`config.mk`:
```
export PLATFORM = sky130hd
export DESIGN_NAME = touch_cfg_top
export DESIGN_NICKNAME = d
export VERILOG_FILES = /design/src/hdl/delta_scaler.v /design/src/hdl/hold_timer.v /design/src/hdl/touch_cfg_top.v
export VERILOG_INCLUDE_DIRS = /design/src /design/src/common
export SDC_FILE = /design/constraint.sdc
export NUM_CORES = 1
export LEC_CHECK = 0
export ABC_AREA = 1
export BUFFER_PORTS_ARGS = -buffer_cell sky130_fd_sc_hd__buf_2
export CAP_MARGIN = 10
export CORE_ASPECT_RATIO = 0.75
export CORE_MARGIN = 5
export CORE_UTILIZATION = 64
export CTS_CLUSTER_DIAMETER = 100
export CTS_CLUSTER_SIZE = 24
export DETAILED_ROUTE_END_ITERATION = 6
export PLACE_DENSITY = 0.85
export SLEW_MARGIN = 30
export SYNTH_ARGS = -nofsm -noshare
export SYNTH_HDL_FRONTEND = slang
export SYNTH_SLANG_ARGS = --single-unit
export TNS_END_PERCENT = 20
```
`constraint.sdc`:
```
create_clock -name clk_i -period 8.68 [get_ports clk_i]
set_input_delay 0.434 -clock clk_i [delete_from_list [all_inputs] [get_ports clk_i]]
set_output_delay 0.434 -clock clk_i [all_outputs]
set_load 0.1 [all_outputs]
```
`src/common/touch_cfg_regs.vh`:
```
// register offsets, reset values, field positions and timing constants
// assumes a 250 MHz system clock and an smbus engine delivering byte accesses
//
// Functional notes
// gain code halves multiplier, 128x down to 1x
// channel delta scaled by gain before threshold
// baseline view scale doubles per code
// baseline scale affects presentation only
// one gain setting for all buttons
// timeout bit clear: no timeout, no idle
// timeout bit set: 30ms low, 150us idle
// format clear: slider reports touched sensor
// format set: volumetric data, register writable
// digital filter on: discard noise-band samples
// digital filter off: sub-threshold samples recalibrate
// analog filter on: noisy channel delta zero
// analog filter off: noise never blocks touch
// ungrouped long press restarts recalibration
// grouped long press restarts recalibration
// hold recal disabled: hold indefinitely
// button repeat: one or repeated interrupts
// group repeat: repeat while pressed
// delta saturates 7fh positive, ffh negative
// repeat interval (code + 1) times 35ms
// baseline codes above 8 act as 256x
`ifndef TOUCH_CFG_REGS_VH
`define TOUCH_CFG_REGS_VH

// =====================================================
// register map
`define ADDR_GAIN       8'h1f
`define ADDR_CFG        8'h20
`define ADDR_SLIDER     8'h06
`define RST_GAIN        8'h2f
`define RST_CFG         8'h29
`define RST_BYTE        8'h00

// =====================================================
// fields
`define GAIN_HI         6
`define GAIN_LO         4
`define BASE_HI         3
`define BASE_LO         0
`define CFG_TIMEOUT     7
`define CFG_SLIDER_FMT  6
`define CFG_DIG_OFF     5
`define CFG_ANA_OFF     4
`define CFG_UHOLD_EN    3
`define CFG_BRPT_EN     2
`define CFG_GHOLD_EN    1
`define CFG_GRPT_EN     0
`define GAIN_MAX_CODE   3'h7
`define BASE_MAX_CODE   4'h8
`define DELTA_SAT_POS   8'h7f
`define DELTA_SAT_NEG   8'hff
`define DELTA_ZERO      8'h00

// =====================================================
// timing
`define CLK_KHZ         250000
`define CLK_MHZ         250
`define BUS_LOW_MS      30
`define BUS_IDLE_US     150
`define RPT_STEP_MS     35

`endif

```
`src/hdl/delta_scaler.v`:
```
// one channel: gain scaling, noise filtering, saturation and threshold compare
// assumes raw deltas and thresholds are stable for the sample they belong to
`include "touch_cfg_regs.vh"

module delta_scaler #(
  parameter RAW_W = 16
) (
  input  wire             clk_i,
  input  wire             reset_n_i,
  input  wire [RAW_W-1:0] raw_delta_i,
  input  wire [2:0]       gain_shift_i,
  input  wire [7:0]       touch_thr_i,
  input  wire [7:0]       noise_thr_i,
  input  wire             lf_noise_i,
  input  wire             ana_off_i,
  input  wire             dig_off_i,
  output reg  [7:0]       delta_o,
  output reg              touch_o,
  output reg              recal_ok_o
);

  localparam SW = RAW_W + 8;

  reg signed [SW-1:0] scaled;
  reg        [7:0]    delta_d;
  reg                 touch_d;

  always @* begin
    scaled = $signed({{8{raw_delta_i[RAW_W-1]}}, raw_delta_i}) <<< gain_shift_i;
    if (lf_noise_i && !ana_off_i) begin
      delta_d = `DELTA_ZERO;
    end else if (scaled < 0) begin
      delta_d = `DELTA_SAT_NEG;
    end else if (scaled > $signed({{(SW-8){1'b0}}, `DELTA_SAT_POS})) begin
      delta_d = `DELTA_SAT_POS;
    end else begin
      delta_d = scaled[7:0];
    end
    touch_d = !delta_d[7] && (delta_d > touch_thr_i);
  end

  always @(posedge clk_i) begin
    if (!reset_n_i) begin
      delta_o    <= `DELTA_ZERO;
      touch_o    <= 1'b0;
      recal_ok_o <= 1'b0;
    end else begin
      delta_o    <= delta_d;
      touch_o    <= touch_d;
      // noise-band samples kept out of recalibration unless filter off
      recal_ok_o <= !touch_d && (dig_off_i || delta_d[7] || delta_d <= noise_thr_i);
    end
  end

endmodule // delta_scaler

```
`src/hdl/hold_timer.v`:
```
// press timing: interrupt on touch, auto-repeat, maximum-duration recalibration
// assumes press_i is a clean level from the detection logic
`include "touch_cfg_regs.vh"

module hold_timer #(
  parameter CYC_PER_MS = `CLK_KHZ
) (
  input  wire       clk_i,
  input  wire       reset_n_i,
  input  wire       press_i,
  input  wire       hold_en_i,
  input  wire       rpt_en_i,
  input  wire [3:0] max_code_i,
  input  wire [3:0] rate_code_i,
  output reg        irq_o,
  output reg        recal_o
);

  reg [31:0] pre_q;
  reg [13:0] hold_ms_q;
  reg [9:0]  rpt_ms_q;
  reg        press_q;
  reg        recal_done_q;
  reg [13:0] max_ms;
  wire       ms_tick;
  wire [31:0] rpt_full;
  wire [9:0] rpt_ms;

  assign ms_tick  = (pre_q == CYC_PER_MS - 1);
  // 16 x 35 ms fits in ten bits
  assign rpt_full = ({28'h0, rate_code_i} + 32'h1) * `RPT_STEP_MS;
  assign rpt_ms   = rpt_full[9:0];

  always @* begin
    case (max_code_i)
      4'h0:    max_ms = 14'd560;
      4'h1:    max_ms = 14'd840;
      4'h2:    max_ms = 14'd1120;
      4'h3:    max_ms = 14'd1400;
      4'h4:    max_ms = 14'd1680;
      4'h5:    max_ms = 14'd2240;
      4'h6:    max_ms = 14'd2800;
      4'h7:    max_ms = 14'd3360;
      4'h8:    max_ms = 14'd3920;
      4'h9:    max_ms = 14'd4480;
      4'ha:    max_ms = 14'd5600;
      4'hb:    max_ms = 14'd6720;
      4'hc:    max_ms = 14'd7840;
      4'hd:    max_ms = 14'd8906;
      4'he:    max_ms = 14'd10080;
      default: max_ms = 14'd11200;
    endcase
  end

  always @(posedge clk_i) begin
    if (!reset_n_i) begin
      pre_q        <= 32'h0;
      hold_ms_q    <= 14'h0;
      rpt_ms_q     <= 10'h0;
      press_q      <= 1'b0;
      recal_done_q <= 1'b0;
      irq_o        <= 1'b0;
      recal_o      <= 1'b0;
    end else begin
      press_q <= press_i;
      irq_o   <= 1'b0;
      recal_o <= 1'b0;
      if (!press_i) begin
        pre_q        <= 32'h0;
        hold_ms_q    <= 14'h0;
        rpt_ms_q     <= 10'h0;
        recal_done_q <= 1'b0;
      end else begin
        pre_q <= ms_tick ? 32'h0 : pre_q + 32'h1;
        if (!press_q) begin
          irq_o <= 1'b1;
        end
        if (ms_tick) begin
          if (hold_ms_q != 14'h3fff) begin
            hold_ms_q <= hold_ms_q + 14'h1;
          end
          if (rpt_ms_q + 10'h1 >= rpt_ms) begin
            rpt_ms_q <= 10'h0;
            irq_o    <= rpt_en_i;
          end else begin
            rpt_ms_q <= rpt_ms_q + 10'h1;
          end
          // one restart per press once the limit passes; disabled: none
          if (hold_en_i && !recal_done_q && hold_ms_q >= max_ms) begin
            recal_o      <= 1'b1;
            recal_done_q <= 1'b1;
          end
        end
      end
    end
  end

endmodule // hold_timer

```
`src/hdl/touch_cfg_top.v`:
```
// sensitivity and global configuration registers with the logic they steer
// assumes an smbus engine hands over byte register accesses on reg_* ports
`include "touch_cfg_regs.vh"

module touch_cfg_top #(
  parameter NCH         = 7,
  parameter RAW_W       = 16,
  parameter CYC_PER_MS  = `CLK_KHZ,
  parameter BUS_LOW_CYC = `BUS_LOW_MS * `CLK_KHZ,
  parameter BUS_IDLE_CYC = `BUS_IDLE_US * `CLK_MHZ
) (
  input  wire                 clk_i,
  input  wire                 reset_n_i,
  // register access from the serial engine
  input  wire [7:0]           reg_addr_i,
  input  wire                 reg_wr_i,
  input  wire [7:0]           reg_wdata_i,
  input  wire                 reg_rd_i,
  output reg  [7:0]           reg_rdata_o,
  // serial bus line levels
  input  wire                 scl_i,
  input  wire                 sda_i,
  output reg                  bus_timeout_o,
  output reg                  bus_idle_reset_o,
  // sensing data
  input  wire [NCH*RAW_W-1:0] raw_delta_i,
  input  wire [NCH-1:0]       lf_noise_i,
  input  wire [7:0]           touch_thr_i,
  input  wire [7:0]           noise_thr_i,
  output wire [NCH*8-1:0]     delta_o,
  output wire [NCH-1:0]       touch_o,
  output wire [NCH-1:0]       recal_ok_o,
  input  wire [15:0]          base_count_i,
  output reg  [15:0]          base_view_o,
  // slider
  input  wire [6:0]           slider_pos_i,
  output reg  [6:0]           slider_volume_o,
  input  wire                 group_press_i,
  // timing codes held in neighbouring registers
  input  wire [3:0]           ungrouped_max_hold_time_i,
  input  wire [3:0]           grouped_max_hold_time_i,
  input  wire [3:0]           button_rate_i,
  input  wire [3:0]           group_rate_i,
  output wire                 button_irq_o,
  output wire                 group_irq_o,
  output wire                 ungrouped_recal_o,
  output wire                 grouped_recal_o
);

  // =====================================================
  // registers
  reg  [7:0]  gain_q;
  reg  [7:0]  cfg_q;
  reg  [7:0]  rdata_d;
  reg  [3:0]  base_code;
  wire [2:0]  gain_shift;
  wire        slider_output_format;
  wire        digital_noise_filter_off;
  wire        analog_noise_filter_off;
  wire        ungrouped_hold_recal_enable;
  wire        grouped_hold_recal_enable;
  wire        button_repeat_enable;
  wire        group_repeat_enable;
  wire        bus_timeout_enable;

  assign bus_timeout_enable          = cfg_q[`CFG_TIMEOUT];
  assign slider_output_format        = cfg_q[`CFG_SLIDER_FMT];
  assign digital_noise_filter_off    = cfg_q[`CFG_DIG_OFF];
  assign analog_noise_filter_off     = cfg_q[`CFG_ANA_OFF];
  assign ungrouped_hold_recal_enable = cfg_q[`CFG_UHOLD_EN];
  assign button_repeat_enable        = cfg_q[`CFG_BRPT_EN];
  assign grouped_hold_recal_enable   = cfg_q[`CFG_GHOLD_EN];
  assign group_repeat_enable         = cfg_q[`CFG_GRPT_EN];

  // code 0 is 128x (shift 7), code 7 is 1x (shift 0)
  assign gain_shift = `GAIN_MAX_CODE - gain_q[`GAIN_HI:`GAIN_LO];

  always @(posedge clk_i) begin
    if (!reset_n_i) begin
      gain_q          <= `RST_GAIN;
      cfg_q           <= `RST_CFG;
      slider_volume_o <= 7'h00;
    end else if (reg_wr_i) begin
      case (reg_addr_i)
        `ADDR_GAIN: gain_q <= reg_wdata_i;
        `ADDR_CFG:  cfg_q  <= reg_wdata_i;
        `ADDR_SLIDER: begin
          if (slider_output_format) begin
            slider_volume_o <= reg_wdata_i[6:0];
          end
        end
        default: ;
      endcase
    end
  end

  always @* begin
    case (reg_addr_i)
      `ADDR_GAIN:   rdata_d = {1'b0, gain_q[6:0]};
      `ADDR_CFG:    rdata_d = cfg_q;
      `ADDR_SLIDER: rdata_d = slider_output_format ?
                              {1'b0, slider_volume_o} : {1'b0, slider_pos_i};
      default:      rdata_d = `RST_BYTE;
    endcase
  end

  always @(posedge clk_i) begin
    if (!reset_n_i) begin
      reg_rdata_o <= `RST_BYTE;
    end else if (reg_rd_i) begin
      reg_rdata_o <= rdata_d;
    end
  end

  // =====================================================
  // baseline presentation, independent of detection
  always @* begin
    if (gain_q[`BASE_HI:`BASE_LO] > `BASE_MAX_CODE) begin
      base_code = `BASE_MAX_CODE;
    end else begin
      base_code = gain_q[`BASE_HI:`BASE_LO];
    end
  end

  always @(posedge clk_i) begin
    if (!reset_n_i) begin
      base_view_o <= 16'h0000;
    end else begin
      base_view_o <= base_count_i >> base_code;
    end
  end

  // =====================================================
  // per-channel delta path, one gain for all
  genvar g;
  generate
    for (g = 0; g < NCH; g = g + 1) begin : g_ch
      delta_scaler #(
        .RAW_W (RAW_W)
      ) u_scaler (
        .clk_i        (clk_i),
        .reset_n_i    (reset_n_i),
        .raw_delta_i  (raw_delta_i[g*RAW_W +: RAW_W]),
        .gain_shift_i (gain_shift),
        .touch_thr_i  (touch_thr_i),
        .noise_thr_i  (noise_thr_i),
        .lf_noise_i   (lf_noise_i[g]),
        .ana_off_i    (analog_noise_filter_off),
        .dig_off_i    (digital_noise_filter_off),
        .delta_o      (delta_o[g*8 +: 8]),
        .touch_o      (touch_o[g]),
        .recal_ok_o   (recal_ok_o[g])
      );
    end
  endgenerate

  // =====================================================
  // press timing for ungrouped buttons and the group
  hold_timer #(
    .CYC_PER_MS (CYC_PER_MS)
  ) u_button_timer (
    .clk_i       (clk_i),
    .reset_n_i   (reset_n_i),
    .press_i     (|touch_o),
    .hold_en_i   (ungrouped_hold_recal_enable),
    .rpt_en_i    (button_repeat_enable),
    .max_code_i  (ungrouped_max_hold_time_i),
    .rate_code_i (button_rate_i),
    .irq_o       (button_irq_o),
    .recal_o     (ungrouped_recal_o)
  );

  hold_timer #(
    .CYC_PER_MS (CYC_PER_MS)
  ) u_group_timer (
    .clk_i       (clk_i),
    .reset_n_i   (reset_n_i),
    .press_i     (group_press_i),
    .hold_en_i   (grouped_hold_recal_enable),
    .rpt_en_i    (group_repeat_enable),
    .max_code_i  (grouped_max_hold_time_i),
    .rate_code_i (group_rate_i),
    .irq_o       (group_irq_o),
    .recal_o     (grouped_recal_o)
  );

  // =====================================================
  // serial bus clock-low timeout and idle detection
  reg [31:0] low_cnt_q;
  reg [31:0] idle_cnt_q;

  always @(posedge clk_i) begin
    if (!reset_n_i) begin
      low_cnt_q        <= 32'h0;
      idle_cnt_q       <= 32'h0;
      bus_timeout_o    <= 1'b0;
      bus_idle_reset_o <= 1'b0;
    end else begin
      bus_timeout_o    <= 1'b0;
      bus_idle_reset_o <= 1'b0;
      if (!bus_timeout_enable || scl_i) begin
        low_cnt_q <= 32'h0;
      end else if (low_cnt_q != BUS_LOW_CYC) begin
        low_cnt_q <= low_cnt_q + 32'h1;
        // fires once per low stretch
        bus_timeout_o <= (low_cnt_q == BUS_LOW_CYC - 1);
      end
      if (!bus_timeout_enable || !(scl_i && sda_i)) begin
        idle_cnt_q <= 32'h0;
      end else if (idle_cnt_q != BUS_IDLE_CYC) begin
        idle_cnt_q <= idle_cnt_q + 32'h1;
        bus_idle_reset_o <= (idle_cnt_q == BUS_IDLE_CYC - 1);
      end
    end
  end

endmodule // touch_cfg_top

```
==> impl_results.md, run 1 <==
* Status: completed
* Initial antenna violation count at 3
* PostCTS Resize Cnt at 0
* Clock Path Buffers at 3
* Die Y at 170.8 um
* Required time of the worst setup path at 9.16 ns
* Remaining antenna violation count after routing at 0
* Chip Width at 224.4 um
* Num CTS Buffers at 16
* I/O pins at 304
* CTS sink cnt at 302
* Area grow syn2layout at 9.349%
* Fmax at 0.2622 GHz
* Clock skew at 0.01432 ns
* Wire per inst at 16.91 um
* Detailed Place HPWL at 56.12 mm
* Largest net degree at the start of global routing at 68
* Top post-synthesis cells by area: dfxtp_1 27%, nand2_1 17%, ha_1 12%
* Final Hold Viols at 0
* DR vias at 24170
* Mapped Nets at 3896
* Cell Area, Synth at 22070 um^2
* Setup_tns at 0 ns
* Cells after synthesis at 3492
* Clock latency on the worst-skew pair at 0.53 ns
* Total GRT Usage at 35.26%
* Vias in the first global route at 22930
* Clock transition at the registers of the reported paths at 0.10 ns
* Register Area at 6047 um^2
* Most common cell in the synthesized netlist: nand2_1
* Core Region at 33740 um^2
* IO buf count at 303
* Fillers at 2961
* Initial Util at 65.39%
* TritonCTS clock tree: done
* Tmin final at 3.814 ns
* Global-route wire length before repair at 112.3 mm
* Final setup viols at 0
* Commonest cells in the synthesized netlist: 1004 x nand2_1, 430 x nor2_1, 409 x inv_1
* Synth unique cells at 46
* Class of the worst hold path: input port to register
* Fraction of layout cells with a size suffix above 1 at 10.79%
* Post-DR vias/cell at 5.785
* Cell Rows at 58
* Crit Path Class: input port to register
* Pwr Total at 2.936 mW
* First-pass iteration count of the detailed router at 6
* Hold_buf cts at 0
* Max-slew violations at 0
* Crit path max fanout at 10
* Worst relative slew slack at 35.88%
* Syn_area_per_cell at 6.319 um^2
* # diodes at 0
* Flop-to-flop setup slack at 5.18 ns
* Post-synth top area cell: dfxtp_1
* Crit end category: register
* Gr ovfl total at 0
* Worst-Margin Slew at 0.9605 ns
* Nets@finish at 4131
* Routed WL at 70.63 mm
* #FFs+latches synth at 302
* Die area at 38330 um^2
* Seq/Total Area, Yosys at 27.40%
* Ys Warns at 0
* Worst ir drop on vdd at 0.1672 mV
* Synth top area share at 27.40%
* Setup Fix Bufs, Post-CTS at 0
* RSZ-0062 raised after global routing: no
* Top_reg_cell synth: dfxtp_1
* DR iter-0 viols at 2711
* Max Cap Viol at 0
* Clock Root Buffer: clkbuf_16
* Final Wtd Congestion at 1.017
* Htree depth at 1
* DRC Markers at 0
* Multi-input gate area at 13930 um^2
* Arrival @ worst endpoint at 4.29 ns
* Ys async rst share at 0%
* Leak at 11.24 nW
* Post-synth EDFFs at 0
* Period utilization at 43.94%
* Startpoint class of the critical path: input port
* Power per standard cell area at 121.7 nW/um^2
cell type report:
class	instances	share of cell area [%]
clock buffer	17	1.763
inverter	421	6.554
timing repair buffer	311	6.533
sequential	302	25.06
clock inverter	1	0.04667
multi-input combinational	2675	57.71
tap	450	2.333
critical path: stages:
cell and delay, ns:
buf_2 0.16, nand3_1 0.12, xor2_1 0.33, inv_1 0.15
ha_1 0.30, ha_1 0.31, ha_1 0.33, nand2_1 0.06
o21ai_0 0.29, nand3b_1 0.16, nand2_1 0.08, nand2_1 0.06
nand2_1 0.09, nand2_1 0.05, nand2_1 0.06, nand2_1 0.06
ha_1 0.30, nand2_1 0.08, inv_1 0.06, a21oi_1 0.14
nand4_1 0.21, nor2_4 0.29, nand2_1 0.09, nand2_1 0.06
power by group:
group          switching [mW]  leakage [nW]  internal [mW]
clock network           0.483         0.216          0.356
registers              0.0112          2.46           1.41
logic                   0.489          8.57          0.186
total                   0.983          11.2           1.95
state kept, by name, indices dropped and copies added (netlist names), 10 cells and up:
signal,flops
u_group_timer.rpt_ms_q,10
u_button_timer.pre_q,32
u_button_timer.hold_ms_q,14
base_view_o,16
idle_cnt_q,32
u_button_timer.rpt_ms_q,10
u_group_timer.hold_ms_q,14
u_group_timer.pre_q,32
g_ch.u_scaler.delta_o,56
low_cnt_q,32
cell families (layout without fill, tap and decap cells):
group           count (synthesis)  in the layout  synth area share [%]
simple gates                 1956           1956                 37.41
buf+inv                       515            750                 9.497
compound gates                428            428                 10.50
flops                         302            302                 27.40
fa+ha+maj                     207            207                 11.80
xor+xnor                       78             78                 3.096
mux                             6              6                0.2948
through the flow:
stage               util (%)  cells  setup slack, ns  hold WS [ns]  instance area [um^2]
global placement       70.21   4159            4.502        0.4247                 23690
floorplan                  -   3492            5.119        0.4175                 22070
detailed placement     70.21   4159            4.382        0.4460                 23690
finish                 71.51   4177            4.866        0.1951                 24130
global route           71.51   4177            4.544        0.1942                 24130
CTS                    71.51   4177            4.917        0.1766                 24130
path summary, 6_finish.rpt:
| path | start | end | depth (start not counted) |
|---|---|---|---|
| min | reg_wdata_i[2] | slider_volume_o[2] | 3 |
| min reg2reg | u_button_timer.recal_done_q | u_button_timer.recal_done_q | 2 |
| max reg2reg | gain_q[4] | g_ch[5].u_scaler.recal_ok_o | 17 |
| max | button_rate_i[0] | u_button_timer.rpt_ms_q[6] | 24 |
layer usage:
| metal | up-vias | GRT usage [%] | share of wire (%) |
|---|---|---|---|
| met5 | - | 0 | 0.041 |
| met4 | 4 | 13.87 | 4.1 |
| met3 | 174 | 6.569 | 9.5 |
| met2 | 1248 | 57.63 | 44 |
| met1 | 11000 | 46.58 | 42 |
| li1 | 11740 | - | - |
placed cells by master, fill, tap and decap left out, types with 3 or more instances in the layout:
cell	netlist	routed
xnor2_1	26	26
buf_4	20	8
nor2_4	10	10
o21ai_2	8	8
ha_1	205	205
a21oi_1	232	232
nand2_1	1004	1004
nor2_2	6	6
nand3b_1	10	10
buf_2	34	303
o211ai_1	13	13
dfxtp_1	302	301
a211oi_1	7	7
o22ai_1	4	4
o21bai_1	3	3
nand3_1	283	283
nand4_1	66	66
nor2_1	430	430
inv_2	12	12
o21ai_0	124	124
nor3b_1	4	4
xor2_1	52	52
clkbuf_16	0	17
o21a_1	15	15
inv_1	409	408
nor3_2	4	4
nor3_1	100	100
nand2_2	3	3
a31oi_1	10	10
and2_1	6	6
mux2_2	4	4
or2_2	22	22
nor4_1	3	3
o31ai_1	3	3
Power figures use the tool's default switching activity.
==> run 2, diff against run 1 <==
- ABC_AREA: 1 -> 0
- CORE_UTILIZATION: 64 -> 53
- PLACE_DENSITY: 0.85 -> 0.75
- clock period: 8.68 -> 3.3 ns (I/O delays scaled with it)
==> impl_results.md, run 2 <==
* Status: complete, but fails checks
* Violated checks: negative setup slack
* Crit end category: register
* Post-synth EDFFs at 0
* Gr ovfl total at 0
* Commonest cells in the synthesized netlist: 302 x dfxtp_1, 259 x nor2_1, 205 x ha_1
* Num CTS Buffers at 16
* Launch point of the worst reg-to-reg path: gain_q[5]
* Tmin final at 3.331 ns
* Clock Root Buffer: clkbuf_16
* Most flops, register: g_ch.u_scaler.delta_o
* Post-synth top area cell: dfxtp_1
* Crit path max fanout at 7
* Vias in the first global route at 17850
* Detailed Place HPWL at 47.19 mm
* Flop-to-flop setup slack at -0.03 ns
* Synth unique cells at 68
* Clock latency on the worst-skew pair at 0.52 ns
* Startpoint class of the critical path: register
* Leak at 9.752 nW
* Final setup viols at 3
* Initial Util at 53.18%
* Chip Width at 231.9 um
* Commonest non-fill, non-tap cell in the layout: buf_2
* Hold_ws at 0.03861 ns
* Worst relative slew slack at 31.93%
* Max Cap Viol at 0
* Routed WL at 60.36 mm
* PnR worst setup slack at -0.03115 ns
* Synth top area share at 30.90%
* RR Endpoint: g_ch[2].u_scaler.recal_ok_o
* Max-slew violations at 0
* Final Hold Viols at 0
* Largest net degree at the start of global routing at 34
* I/O pins at 304
* Hold Path End: base_view_o[0]
* Die Y at 176.4 um
* Worst-Margin Slew at 1.020 ns
* Wire per inst at 18.93 um
* Clock Path Buffers at 3
* Critical path depth at 14
* Ys Warns at 0
* Worst ir drop on vdd at 0.3234 mV
* RSZ-0062 raised after global routing: yes
* Cell Area, Synth at 19570 um^2
* Core Region at 36790 um^2
* Nets@finish at 3087
* Crit-path cells: buf_12 -> buf_4 -> mux4_2 -> nor4_2 -> nor2_1 -> nor2_2 -> a21oi_2 -> ha_1 -> nor2b_1 -> o21a_1 -> o21ai_2 -> a21oi_1 -> o21a_2 -> nor3_4
* Fmax at 0.3002 GHz
* Crit Path Class: register to register
* Setup WS pre-CTS at -0.4423 ns
* Die area at 40900 um^2
* Arrival @ worst endpoint at 3.74 ns
* Class of the worst hold path: input port to register
* First-pass iteration count of the detailed router at 5
* Period utilization at 100.9%
* Power per standard cell area at 332.0 nW/um^2
* Max stage delay on crit path at 0.50 ns
* Worst hold start: base_count_i[8]
* Top_reg_cell synth: dfxtp_1
* WHS Path Cells at 3
* Leading cell types in the layout, fill and taps excluded: 303 x buf_2, 300 x dfxtp_1, 253 x nor2_1
* Critical path's top delay family: simple AND/OR/NAND/NOR gates
* Cells after synthesis at 2311
* #FFs+latches synth at 302
* Seq/Total Area, Yosys at 30.90%
* Initial antenna violation count at 6
* CTS sink cnt at 302
* Total GRT Usage at 28.12%
* R2r worst-path depth at 14
* Remaining antenna violation count after routing at 0
* Required time of the worst setup path at 3.71 ns
* Area grow syn2layout at 19.64%
* Final Wtd Congestion at 1.033
* DR iter-0 viols at 1592
* CP max stage cell: mux4_2
* Most common cell in the synthesized netlist: dfxtp_1
* DRC Markers at 0
* Ys async rst share at 0%
* Fraction of layout cells with a size suffix above 1 at 22.09%
* Cell Rows at 61
* Fin area at 23410 um^2
* Final core utilization at 63.63%
* Clock skew at 0.01616 ns
* Clock transition at the registers of the reported paths at 0.10 ns
* Max FFs per register at 56
* Top post-synthesis cells by area: dfxtp_1 31%, ha_1 13%, nor2_1 5.0%
* TritonCTS clock tree: done
* Post-DR vias/cell at 5.812
* Post-DP Area at 22280 um^2
* DR vias at 18530
* Syn_area_per_cell at 8.466 um^2
* Global-route wire length before repair at 94.00 mm
* IO buf count at 303
* Mapped Nets at 2715
* Htree depth at 1
* Buf+Inv Stages, Crit Path at 2
run 2: cell types whose count changed after synthesis, moves of 48 or more:
cell / previous run / this run
nor2_1: 430 / 259
inv_1: 409 / 86
nand2_1: 1004 / 176
nand3_1: 283 / 98
mux2i_1: 2 / 52
xnor2_1: 26 / 79
nor2b_1: 0 / 48
a21oi_1: 232 / 152
run 2: final cells by class:
class,count,area (um^2)
inverters,88,330.3
repair buffers,450,2813
flip-flops and latches,302,6053
clock buffers,17,425.4
diodes,1,2.502
well taps,504,630.6
fillers,3186,13380
multi-input cells,1825,13110
clock inverters,2,38.79
run 2: worst reg2reg max path, cell delays in order, from the launching register on:
cell     delay, ns
dfxtp_4       0.47
buf_12        0.15
buf_4         0.10
mux4_2        0.50
nor4_2        0.18
nor2_1        0.10
nor2_2        0.17
a21oi_2       0.10
ha_1          0.33
nor2b_1       0.13
o21a_1        0.18
o21ai_2       0.14
a21oi_1       0.09
o21a_2        0.26
nor3_4        0.30
run 2: repair_timing:
item,4_1_cts,5_1_grt
hold endpoints to repair,39,0
pin swaps,0,9
setup buffers,0,9
hold buffers,27,0
resized for setup,13,50
gates cloned,0,2
endpoints found under the setup margin,8,23
run 2: worst max-delay path by stage:
stage | to | slack (ns) | startpoint
final | g_ch[2].u_scaler.recal_ok_o | -0.03 | gain_q[5]
after global placement | u_group_timer.rpt_ms_q[5] | -0.26 | group_rate_i[0]
after detailed placement | u_group_timer.rpt_ms_q[5] | -0.44 | group_rate_i[0]
after CTS | g_ch[1].u_scaler.recal_ok_o | 0.02 | gain_q[4]
after floorplan | u_button_timer.rpt_ms_q[7] | 0.01 | button_rate_i[0]
after global routing | g_ch[2].u_scaler.recal_ok_o | -0.15 | gain_q[5]
run 2: through the flow:
step / cells / setup TNS [ns] / power (mW)
2_1_floorplan: 2311 / 0 / 5.003
4_1_cts: 3178 / 0 / 7.765
5_1_grt: 3189 / -0.9751 / 8.092
3_5_place_dp: 3132 / -7.240 / 5.548
6_report: 3189 / -0.04643 / 7.771
3_3_place_gp: 3132 / -4.335 / 5.486
run 2: per-layer routing:
| layer | share of wire, % | up-vias | routed length [um] | track usage [%] |
|---|---|---|---|---|
| met5 | 0.063 | - | 38 | 0 |
| met4 | 2.6 | 6 | 1561 | 6.644 |
| met3 | 7.4 | 104 | 4481 | 5.209 |
| met2 | 44 | 622 | 26630 | 44.24 |
| met1 | 46 | 8790 | 27650 | 40.32 |
| li1 | - | 9011 | - | - |
run 2: cell families (layout without fill, tap and decap cells):
kind of cell	after synthesis	in the layout	synth area share (%)
other cells	0	1	0
flops	302	302	30.90
simple gates	958	958	24.74
fa+ha+maj	207	207	13.31
compound gates	388	388	12.05
buf+inv	184	557	4.086
xor+xnor	163	163	7.297
mux	109	109	7.610
run 2: power breakdown:
part | total [mW] | internal, mW | switching [mW]
registers | 3.74 | 3.71 | 0.0333
clock network | 2.23 | 1.01 | 1.21
logic | 1.81 | 0.626 | 1.18
total | 7.77 | 5.34 | 2.43
